## src/tp_mau_pkg.sv

```systemverilog
// Purpose: constants and types shared by the twisted-pair attachment control
// Assumes: hclk at 125 MHz
// Notes:   times are in their own unit, cycle counts derive from the clock rate
package tp_mau_pkg;

  localparam int CLK_MHZ = 125;

  // line timing
  localparam int EOP_NS       = 200;
  localparam int COLL_HALF_NS = 50;
  localparam int FAT_NS       = 50;
  localparam int LP_WIDTH_NS  = 100;
  localparam int POL_IDLE_NS  = 400;
  localparam int SQE_DELAY_NS = 1000;
  localparam int SQE_LEN_NS   = 1000;

  // least times round up, longest times round down
  localparam logic [4:0] EOP_CYC       = 5'((EOP_NS * CLK_MHZ + 999) / 1000);
  localparam logic [2:0] COLL_HALF_CYC = 3'((COLL_HALF_NS * CLK_MHZ) / 1000);
  localparam logic [3:0] FAT_CYC       = 4'((FAT_NS * CLK_MHZ + 999) / 1000);
  localparam logic [3:0] LP_WIDTH_CYC  = 4'((LP_WIDTH_NS * CLK_MHZ) / 1000);
  localparam logic [5:0] POL_IDLE_CYC  = 6'((POL_IDLE_NS * CLK_MHZ + 999) / 1000);
  localparam logic [7:0] SQE_DELAY_CYC = 8'((SQE_DELAY_NS * CLK_MHZ + 999) / 1000);
  localparam logic [7:0] SQE_LEN_CYC   = 8'((SQE_LEN_NS * CLK_MHZ) / 1000);

  // long timers, in milliseconds
  localparam int LINK_FAIL_MS  = 100;
  localparam int LINK_PULSE_MS = 16;
  localparam int JABBER_MS     = 20;

  // register map, byte addresses
  localparam logic [3:0] CTRL_OFS   = 4'h0;
  localparam logic [3:0] STATUS_OFS = 4'h4;

  // field positions
  localparam int CTRL_JAB_CLR   = 0;
  localparam int ST_LINK_OK     = 0;
  localparam int ST_JABBER      = 1;
  localparam int ST_POL_INV     = 2;
  localparam int ST_COLLISION   = 3;
  localparam int ST_TX_ACTIVE   = 4;
  localparam int ST_RX_ACTIVE   = 5;
  localparam int ST_AUTO_POL    = 6;
  localparam int ST_SQE         = 7;

  // synchroniser lanes
  localparam int SY_TX  = 0;
  localparam int SY_RX  = 1;
  localparam int SY_TE  = 2;
  localparam int SY_LCD = 3;
  localparam int SY_POL = 4;

  localparam logic [4:0] SYNC_RST = 5'h00;

  typedef enum logic [1:0] {SQE_IDLE, SQE_WAIT, SQE_BURST} sqe_state_t;

endpackage

```

## src/tp_medium_attachment_ctrl.sv

```systemverilog
// Purpose: digital control of a 10 Mb/s twisted-pair attachment unit
// Assumes: line pins already digital, straps and line inputs asynchronous
// Notes:   AHB-Lite slave with zero wait states for control and status
// Notes on behaviour
// [RULE1] end of packet after 200 ns with no rising edge on transmit input
// [RULE2] terminal strap high: SQE test burst toward station after each packet
// [RULE3] terminal strap low: no SQE test, collision signalling still active
// [RULE4] floating terminal strap reads high, SQE test on by default
// [RULE5] link check disable strap high bypasses the link integrity function
// [RULE6] with link check on, receive indicator stays on while link is good
// [RULE7] simultaneous transmit and receive drive collision pair at 10 MHz
// [RULE8] polarity strap sampled high enables auto polarity, low disables
// [RULE9] with auto polarity on, polarity pin drives the polarity indicator
// [RULE10] watchdog expiry turns off line drivers and lights jabber indicator
// [RULE11] system supplies the 20 MHz reference clock; this design runs from hclk at 125 MHz instead
// [RULE12] received twisted-pair data forwarded to station as Manchester data
// [RULE13] station presents transmit frames as 10 Mb/s Manchester data
// [RULE14] link check on: no data or link pulse for 100 ms gives link fail
// [RULE15] link check on: link pulses sent while no transmission in progress
// [RULE16] low drive follows high drive, inverted in second half of fat bit
// [RULE17] jabber latches until transmit stops and software resets it
// [RULE18] transmit data repeated onto the pair with bit order and timing
//
// The register offsets and the AHB-Lite slave port are this design's own decisions.
`timescale 1ns/1ps

module tp_medium_attachment_ctrl
  import tp_mau_pkg::*;
#(
  parameter int LINK_FAIL_CYC  = LINK_FAIL_MS * CLK_MHZ * 1000,
  parameter int LINK_PULSE_CYC = LINK_PULSE_MS * CLK_MHZ * 1000,
  parameter int JABBER_CYC     = JABBER_MS * CLK_MHZ * 1000
) (
  // clock and reset
  input  wire logic        hclk,
  input  wire logic        hresetn,
  // ahb-lite slave
  input  wire logic        hsel,
  input  wire logic [31:0] haddr,
  input  wire logic [1:0]  htrans,
  input  wire logic        hwrite,
  input  wire logic [2:0]  hsize,
  input  wire logic [31:0] hwdata,
  input  wire logic        hready,
  output logic             hreadyout,
  output logic             hresp,
  output logic [31:0]      hrdata,
  // station side
  input  wire logic        aui_tx_in_pair,
  output logic             aui_rx_out_pair,
  output logic             aui_collision_out_pair,
  // twisted-pair side
  input  wire logic        tp_rx_in,
  output logic             tp_tx_high_drive,
  output logic             tp_tx_low_drive,
  // straps
  input  wire logic        terminal_equipment_strap,
  input  wire logic        link_check_disable_strap,
  input  wire logic        auto_polarity_strap_ind_i,
  output logic             auto_polarity_strap_ind_o,
  output logic             auto_polarity_strap_ind_oe,
  // indicators
  output logic             jabber_indicator,
  output logic             receive_activity_indicator,
  output logic             transmit_indicator,
  output logic             collision_indicator
);

  localparam logic [23:0] LINK_FAIL_LIM  = 24'(LINK_FAIL_CYC - 1);
  localparam logic [23:0] LINK_PULSE_LIM = 24'(LINK_PULSE_CYC - 1);
  localparam logic [23:0] JABBER_LIM     = 24'(JABBER_CYC - 1);

  typedef struct packed {
    logic [4:0]  sync1;
    logic [4:0]  sync2;
    logic        tx_prev;
    logic        rx_prev;
    logic [4:0]  tx_idle;
    logic [4:0]  rx_idle;
    logic        tx_active;
    logic        rx_active;
    logic [3:0]  run_cnt;
    logic        hi_drv;
    logic        lo_drv;
    logic        jabber;
    logic [23:0] jab_cnt;
    logic        link_ok;
    logic [23:0] link_cnt;
    logic [23:0] lp_cnt;
    logic [3:0]  lp_width;
    logic        strap_done;
    logic [1:0]  strap_fill;
    logic        pol_auto;
    logic        pol_inv;
    logic [5:0]  pol_cnt;
    sqe_state_t  sqe_state;
    logic [7:0]  sqe_cnt;
    logic [2:0]  coll_div;
    logic        coll_clk;
    logic        aui_rx;
    logic        aui_coll;
    logic        rx_ind;
    logic        dph_wr;
    logic [3:0]  dph_addr;
    logic [31:0] rdata;
  } state_t;

  state_t state_reg;
  state_t state_next;

  logic       rx_data;
  logic       tx_rise;
  logic       rx_rise;
  logic       eop;
  logic       link_check;
  logic       collide;
  logic       coll_req;
  logic       fat_half;
  logic       jab_clear;
  logic [31:0] status;

  always_comb begin
    state_next = state_reg;

    // two-stage synchronisers
    state_next.sync1 = {auto_polarity_strap_ind_i, link_check_disable_strap,
                        terminal_equipment_strap, tp_rx_in, aui_tx_in_pair};
    state_next.sync2 = state_reg.sync1;

    link_check = !state_reg.sync2[SY_LCD];
    rx_data    = state_reg.sync2[SY_RX] ^ state_reg.pol_inv;
    tx_rise    = state_reg.sync2[SY_TX] && !state_reg.tx_prev;
    rx_rise    = rx_data && !state_reg.rx_prev;
    state_next.tx_prev = state_reg.sync2[SY_TX];
    state_next.rx_prev = rx_data;

    // polarity strap caught once the synchronisers hold the pin after reset release
    state_next.strap_fill = {state_reg.strap_fill[0], 1'b1};
    if (!state_reg.strap_done && state_reg.strap_fill[1]) begin
      state_next.strap_done = 1'b1;
      state_next.pol_auto   = state_reg.sync2[SY_POL]; // [RULE8]
    end

    // transmit activity and end of packet
    eop = 1'b0;
    if (tx_rise) begin
      state_next.tx_active = 1'b1;
      state_next.tx_idle   = 5'h00;
    end else if (state_reg.tx_active) begin
      if (state_reg.tx_idle == EOP_CYC - 5'h01) begin
        state_next.tx_active = 1'b0; // [RULE1]
        eop = 1'b1;
      end else begin
        state_next.tx_idle = state_reg.tx_idle + 5'h01;
      end
    end

    // link integrity
    if (!link_check) begin
      state_next.link_ok  = 1'b1; // [RULE5]
      state_next.link_cnt = 24'h000000;
    end else if (rx_rise) begin
      state_next.link_ok  = 1'b1;
      state_next.link_cnt = 24'h000000;
    end else if (state_reg.link_cnt == LINK_FAIL_LIM) begin
      state_next.link_ok = 1'b0; // [RULE14]
    end else begin
      state_next.link_cnt = state_reg.link_cnt + 24'h000001;
    end

    // receive activity, only over a usable link
    if (rx_rise && state_reg.link_ok) begin
      state_next.rx_active = 1'b1;
      state_next.rx_idle   = 5'h00;
    end else if (state_reg.rx_active) begin
      if (state_reg.rx_idle == EOP_CYC - 5'h01 || !state_reg.link_ok) begin
        state_next.rx_active = 1'b0;
      end else begin
        state_next.rx_idle = state_reg.rx_idle + 5'h01;
      end
    end

    // polarity: a pair left high while idle is reversed
    if (!state_reg.pol_auto || !state_reg.strap_done) begin
      state_next.pol_inv = 1'b0;
      state_next.pol_cnt = 6'h00;
    end else if (state_reg.rx_active || !rx_data) begin
      state_next.pol_cnt = 6'h00;
    end else if (state_reg.pol_cnt == POL_IDLE_CYC - 6'h01) begin
      state_next.pol_inv = !state_reg.pol_inv; // [RULE8]
      state_next.pol_cnt = 6'h00;
    end else begin
      state_next.pol_cnt = state_reg.pol_cnt + 6'h01;
    end

    // jabber watchdog
    jab_clear = state_reg.dph_wr && state_reg.dph_addr == CTRL_OFS &&
                hwdata[CTRL_JAB_CLR];
    if (state_reg.tx_active && !state_reg.jabber) begin
      if (state_reg.jab_cnt == JABBER_LIM) begin
        state_next.jabber = 1'b1; // [RULE10]
      end else begin
        state_next.jab_cnt = state_reg.jab_cnt + 24'h000001;
      end
    end else if (!state_reg.tx_active) begin
      state_next.jab_cnt = 24'h000000;
      if (jab_clear) begin
        state_next.jabber = 1'b0; // [RULE17]
      end
    end

    // link pulses while the transmitter is quiet
    if (state_reg.lp_width != 4'h0) begin
      state_next.lp_width = state_reg.lp_width - 4'h1;
    end
    if (!link_check || state_reg.tx_active || state_reg.jabber) begin
      state_next.lp_cnt = 24'h000000;
    end else if (state_reg.lp_cnt == LINK_PULSE_LIM) begin
      state_next.lp_cnt   = 24'h000000;
      state_next.lp_width = LP_WIDTH_CYC; // [RULE15]
    end else begin
      state_next.lp_cnt = state_reg.lp_cnt + 24'h000001;
    end

    // run length of the transmit level for the fat-bit predistortion
    if (state_reg.sync2[SY_TX] != state_reg.tx_prev) begin
      state_next.run_cnt = 4'h1;
    end else if (state_reg.run_cnt != 4'hf) begin
      state_next.run_cnt = state_reg.run_cnt + 4'h1;
    end

    // second half of a widened cell only: the run count is stale on the first
    // cycle of a new level, so a level change never counts as fat
    fat_half = state_reg.sync2[SY_TX] == state_reg.tx_prev &&
               state_reg.run_cnt >= FAT_CYC;

    // line drivers
    if (state_reg.jabber) begin
      state_next.hi_drv = 1'b0; // [RULE10]
      state_next.lo_drv = 1'b0;
    end else if (state_reg.tx_active) begin
      state_next.hi_drv = state_reg.sync2[SY_TX]; // [RULE18]
      state_next.lo_drv = state_reg.sync2[SY_TX] ^ fat_half; // [RULE16]
    end else begin
      state_next.hi_drv = state_reg.lp_width != 4'h0;
      state_next.lo_drv = state_reg.lp_width != 4'h0; // [RULE16]
    end

    // sqe test after each packet
    unique case (state_reg.sqe_state)
      SQE_IDLE: begin
        if (eop && state_reg.sync2[SY_TE] && !state_reg.jabber) begin
          state_next.sqe_state = SQE_WAIT; // [RULE2] [RULE4]
          state_next.sqe_cnt   = 8'h00;
        end
      end
      SQE_WAIT: begin
        if (state_reg.sqe_cnt == SQE_DELAY_CYC - 8'h01) begin
          state_next.sqe_state = SQE_BURST;
          state_next.sqe_cnt   = 8'h00;
        end else begin
          state_next.sqe_cnt = state_reg.sqe_cnt + 8'h01;
        end
      end
      SQE_BURST: begin
        if (state_reg.sqe_cnt == SQE_LEN_CYC - 8'h01) begin
          state_next.sqe_state = SQE_IDLE;
        end else begin
          state_next.sqe_cnt = state_reg.sqe_cnt + 8'h01;
        end
      end
    endcase

    // 10 MHz collision signal, independent of the terminal strap
    collide  = state_reg.tx_active && state_reg.rx_active; // [RULE3]
    coll_req = collide || state_reg.sqe_state == SQE_BURST;

    // divider waits high while quiet, so every burst opens with a full half period
    if (!coll_req) begin
      state_next.coll_div = 3'h0;
      state_next.coll_clk = 1'b1;
    end else if (state_reg.coll_div == COLL_HALF_CYC - 3'h1) begin
      state_next.coll_div = 3'h0;
      state_next.coll_clk = !state_reg.coll_clk;
    end else begin
      state_next.coll_div = state_reg.coll_div + 3'h1;
    end
    state_next.aui_coll = coll_req && state_reg.coll_clk; // [RULE7]

    // receive path to the station
    state_next.aui_rx = state_reg.rx_active && rx_data; // [RULE12]
    state_next.rx_ind = state_reg.rx_active || (link_check && state_reg.link_ok); // [RULE6]

    // bus slave
    // status word, read only
    status = 32'h00000000;
    status[ST_LINK_OK]   = state_reg.link_ok;
    status[ST_JABBER]    = state_reg.jabber;
    status[ST_POL_INV]   = state_reg.pol_inv;
    status[ST_COLLISION] = collide;
    status[ST_TX_ACTIVE] = state_reg.tx_active;
    status[ST_RX_ACTIVE] = state_reg.rx_active;
    status[ST_AUTO_POL]  = state_reg.pol_auto;
    status[ST_SQE]       = state_reg.sqe_state != SQE_IDLE;
    // address phase captured for the following data phase
    state_next.dph_wr = 1'b0;
    if (hsel && htrans[1] && hready) begin
      state_next.dph_wr   = hwrite;
      state_next.dph_addr = haddr[3:0];
      unique case (haddr[3:0])
        STATUS_OFS: state_next.rdata = hwrite ? 32'h00000000 : status;
        default:    state_next.rdata = 32'h00000000;
      endcase
    end
  end

  always_ff @(posedge hclk or negedge hresetn) begin
    if (!hresetn) begin
      state_reg           <= '0;
      state_reg.sync1     <= SYNC_RST;
      state_reg.sync2     <= SYNC_RST;
      state_reg.sqe_state <= SQE_IDLE;
    end else begin
      state_reg <= state_next;
    end
  end

  // outputs straight from the state register, bus always ready
  assign hreadyout                  = 1'b1;
  assign hresp                      = 1'b0;
  assign hrdata                     = state_reg.rdata;
  assign aui_rx_out_pair            = state_reg.aui_rx;
  assign aui_collision_out_pair     = state_reg.aui_coll;
  assign tp_tx_high_drive           = state_reg.hi_drv;
  assign tp_tx_low_drive            = state_reg.lo_drv;
  assign auto_polarity_strap_ind_o  = state_reg.pol_inv;
  assign auto_polarity_strap_ind_oe = state_reg.pol_auto; // [RULE9]
  assign jabber_indicator           = state_reg.jabber; // [RULE10]
  assign receive_activity_indicator = state_reg.rx_ind;
  assign transmit_indicator         = state_reg.tx_active;
  assign collision_indicator        = state_reg.aui_coll;

endmodule

```

## config.mk

```make
export PLATFORM = sky130hd
export DESIGN_NAME = tp_medium_attachment_ctrl
export DESIGN_NICKNAME = d
export VERILOG_FILES = /design/src/tp_mau_pkg.sv /design/src/tp_medium_attachment_ctrl.sv
export SDC_FILE = /design/constraint.sdc
export NUM_CORES = 1
export LEC_CHECK = 0
export BUFFER_PORTS_ARGS = -buffer_cell sky130_fd_sc_hd__buf_4
export CAP_MARGIN = 20
export CORE_MARGIN = 2
export CORE_UTILIZATION = 55
export DETAILED_ROUTE_END_ITERATION = 8
export MAX_ROUTING_LAYER = met4
export PLACE_DENSITY_LB_ADDON = 0.08
export SLEW_MARGIN = 10
export SYNTH_ARGS = -nofsm -noshare
export SYNTH_HDL_FRONTEND = slang
export SYNTH_SLANG_ARGS = --single-unit
```

## constraint.sdc

```tcl
create_clock -name hclk -period 3 [get_ports hclk]
set_input_delay 0.6 -clock hclk [delete_from_list [all_inputs] [get_ports hclk]]
set_output_delay 0.6 -clock hclk [all_outputs]
set_load 0.005 [all_outputs]
```

==> metrics.md <==
| Metric | Value |
|---|---|
| Status | `finished, violations left` |
| Failing checks | `DRC` |
| Worst Slack Setup Final | `0.901 ns` |
| Final hold vios | `0` |
| NetSw | `1.35 mW` |
| Worst Tran Pin Value | `around 0.86 ns` |
| Share of layout cells above drive strength 1 | `0.129` |
| Initial antenna violation count | `0` |
| CP arrival | `about 2.4 ns` |
| H-tree level count | `4` |
| Synthesis warning total | `0` |
| Vias per cell | `between 5 and 6` |
| Initial Utilization | `0.557` |
| Max reg flops | `125` |
| Die W | `between 100 and 150 um` |
| Seq pwr share | `0.445` |
| Layout fillers | `about 1.1k` |
| CP endpoint kind | `flop` |
| Leak Pwr | `around 3.7 nW` |
| Slew margin rel. | `0.427` |
| Library cells used by synthesis | `55` |
| Num ports | `around 120` |
| Area occupied by multi-input gates | `approximately 3200 sq um` |
| Commonest register cell after synthesis | `dfrtp_1` |
| Fin crit share | `0.700` |
| Final Skew | `0.00465 ns` |
| Clock sink count | `roughly 150` |
| Mapped Cells | `roughly 700` |
| Resized cells post-CTS | `0` |
| Root buffer cell | `clkbuf_16` |
| RSZ-0062 raised after global routing | `no` |
| Mapped cell area | `7320 sq um` |
| Clock group share of total power | `0.436` |
| Most common cell in the synthesized netlist | `dfrtp_1` |
| Die area | `between 10000 and 15000 sq um` |
| Buffers added on ports | `33` |
| CTS tree | `done` |
| Overall Power | `5.28 mW` |
| WS Path Type | `flop to flop` |
| First-pass GRT wire length | `around 23000 um` |
| Worst Path Max Fanout | `6` |
| Postcts setup bufs | `0` |
| Int Power | `~3.9 mW` |
| Largest net degree at the start of global routing | `54` |
| Max incr delay on CP | `about 0.47 ns` |
| IR drop worst, VDD | `approximately 0.60 mV` |
| Total CTS buffers | `17` |
| # setup viols final | `0` |
| Chip height | `about 120 um` |
| Total negative slack | `0 ns` |
| Slew Viols, Final | `0` |
| Via count | `~5.0k` |
| Row cnt | `42` |
| Clock Tree Buf Depth | `2` |
| Vias in the first global route | `between 4k and 5k` |
| Register area share after synthesis | `0.509` |
| Placed wire-length estimate | `8870 um` |
| Crit-path cells | `inv_1 -> ha_1 -> nand4b_2 -> o41ai_4 -> nand3_1 -> o41ai_1` |
| Switching share of power | `0.256` |
| DR iter-0 viols | `between 200 and 300` |
| Comb power frac | `0.119` |
| Top cells by count, synth | `dfrtp_1, nor2_1, xor2_1` |
| Clock-pin slew on the worst setup and hold paths | `0.06 ns` |
| Core area | `~13000 sq um` |
| CP max-delay cell | `o41ai_4` |
| PD cells | `between 600 and 700 nW/um^2` |
| Gp weighted congestion | `0.792` |
| GR Util All Layers | `0.207` |
| Routed WL | `13000 um` |
| ANT cells | `0` |
| Ranking of synthesized cells by area | `dfrtp_1, xor2_1, nor2_1` |
| Crit path time final | `roughly 2.1 ns` |
| Hold crit path type | `primary input to async pin` |
| Post-synth top area cell | `dfrtp_1` |
| #FFs+latches synth | `around 150` |
| Area delta synth->final | `12.9%` |
| FF+latch area | `around 3700 sq um` |
| Yosys top cell area share | `0.509` |
| DR DRC count | `2` |
| Syn avg cell area | `slightly above 10 sq um` |
| EDFF count, synth | `0` |
| Max_cap viols | `0` |
| DR pass1 iterations | `6` |
| Post-CTS Hold Buffers | `0` |
| FMAX | `~480 MHz` |
| Startpoint types | `flop` |
| WP data required | `roughly 3.3 ns` |
| Skew-Pair Late Insertion Delay | `approximately 0.42 ns` |
| Synth async-reset ratio | `1.00` |
| Nets@finish | `about 850` |
| Total gr overflow | `0` |
| DP Worst Slack | `approximately 0.8 ns` |
| Avg WL per Cell | `between 10 and 15 um` |
| Post-route ant nets | `0` |
[power by group through the flow]
stage / logic [mW] / registers [mW] / clock network (mW)
finish: 0.631 / 2.35 / 2.30
global route: 0.724 / 2.37 / 2.44
CTS: 0.641 / 2.35 / 2.35
detailed placement: 0.637 / 2.38 / 0
global placement: 0.607 / 2.37 / 0
floorplan: 0.485 / 2.34 / 0
[critical path, delay by kind of cell (launching register included)]
kind / cells / cell delay [ns]
adders and majority gates: 1 / 0.18
DFF: 1 / 0.39
and+or+nand+nor: 2 / 0.46
AOI/OAI and AO/OA: 2 / 0.86
buffers and inverters: 1 / 0.10
[layer usage]
layer,track usage,vias up,part of all wire
met4,0.0728,0,0.012
met1,0.261,2449,0.47
met5,-,-,0
met3,0.0532,10,0.029
met2,0.327,53,0.49
li1,-,2467,-
[stage by stage]
step,cells,hold slack [ns],instance area (sq um),utilization
3_3_place_gp,906,0.332,7620,0.580
2_1_floorplan,741,0.304,7410,-
3_5_place_dp,906,0.336,7620,0.580
4_1_cts,938,0.0823,8260,0.629
5_1_grt,938,0.0985,8260,0.629
6_report,938,0.0824,8260,0.629
[cells in the final DEF (no fill, tap or decap), types with 11 or more instances in the layout]
master     synthesis  routed
nand3_1           41      41
conb_1             2      27
a21oi_1           13      13
xor2_1            49      49
and3_1            11      11
nand4_1           25      25
buf_4             35      38
and2_1            19      19
clkbuf_16          0      17
dfrtp_1          149     149
nand2_1           43      43
o21ai_0           22      22
ha_1              17      17
nor3_1            18      18
nor2_1            85      85
inv_1             33      33
xnor2_1           23      23
[path summary, 6_finish.rpt]
check	cells after the start	slack [ns]	end	from
setup / recovery	6	0.90	state_reg[49]$_DFFE_PN0P_	state_reg[156]$_DFFE_PN0P_
hold / removal	1	0.08	state_reg[130]$_DFFE_PN0P_	hresetn
setup reg to reg	6	0.90	state_reg[49]$_DFFE_PN0P_	state_reg[156]$_DFFE_PN0P_
hold reg to reg	0	0.35	state_reg[166]$_DFF_PN0_	state_next[166]$_DFF_PN0_
max in group asynchronous	2	2.20	state_reg[162]$_DFF_PN0_	hresetn
min in group hclk	1	0.28	state_next[163]$_DFF_PN0_	aui_tx_in_pair
[logic make-up after synthesis]
family / share of synthesized area
other: 0.00103
buffers and inverters: 0.0626
adder cells (fa/ha/maj): 0.0291
flip-flops: 0.509
multiplexers: 0.0161
AND/OR/NAND/NOR: 0.228
XOR/XNOR: 0.0862
AO/OA/AOI/OAI: 0.0680
[area by class of cell]
class,instances,share of cell area
clock buffer,19,0.0548
clock inverter,13,0.0235
inverter,33,0.0150
multi-input combinational,508,0.391
sequential,149,0.451
tap,176,0.0267
timing repair buffer,40,0.0383
(Power assumes the default switching activity.)
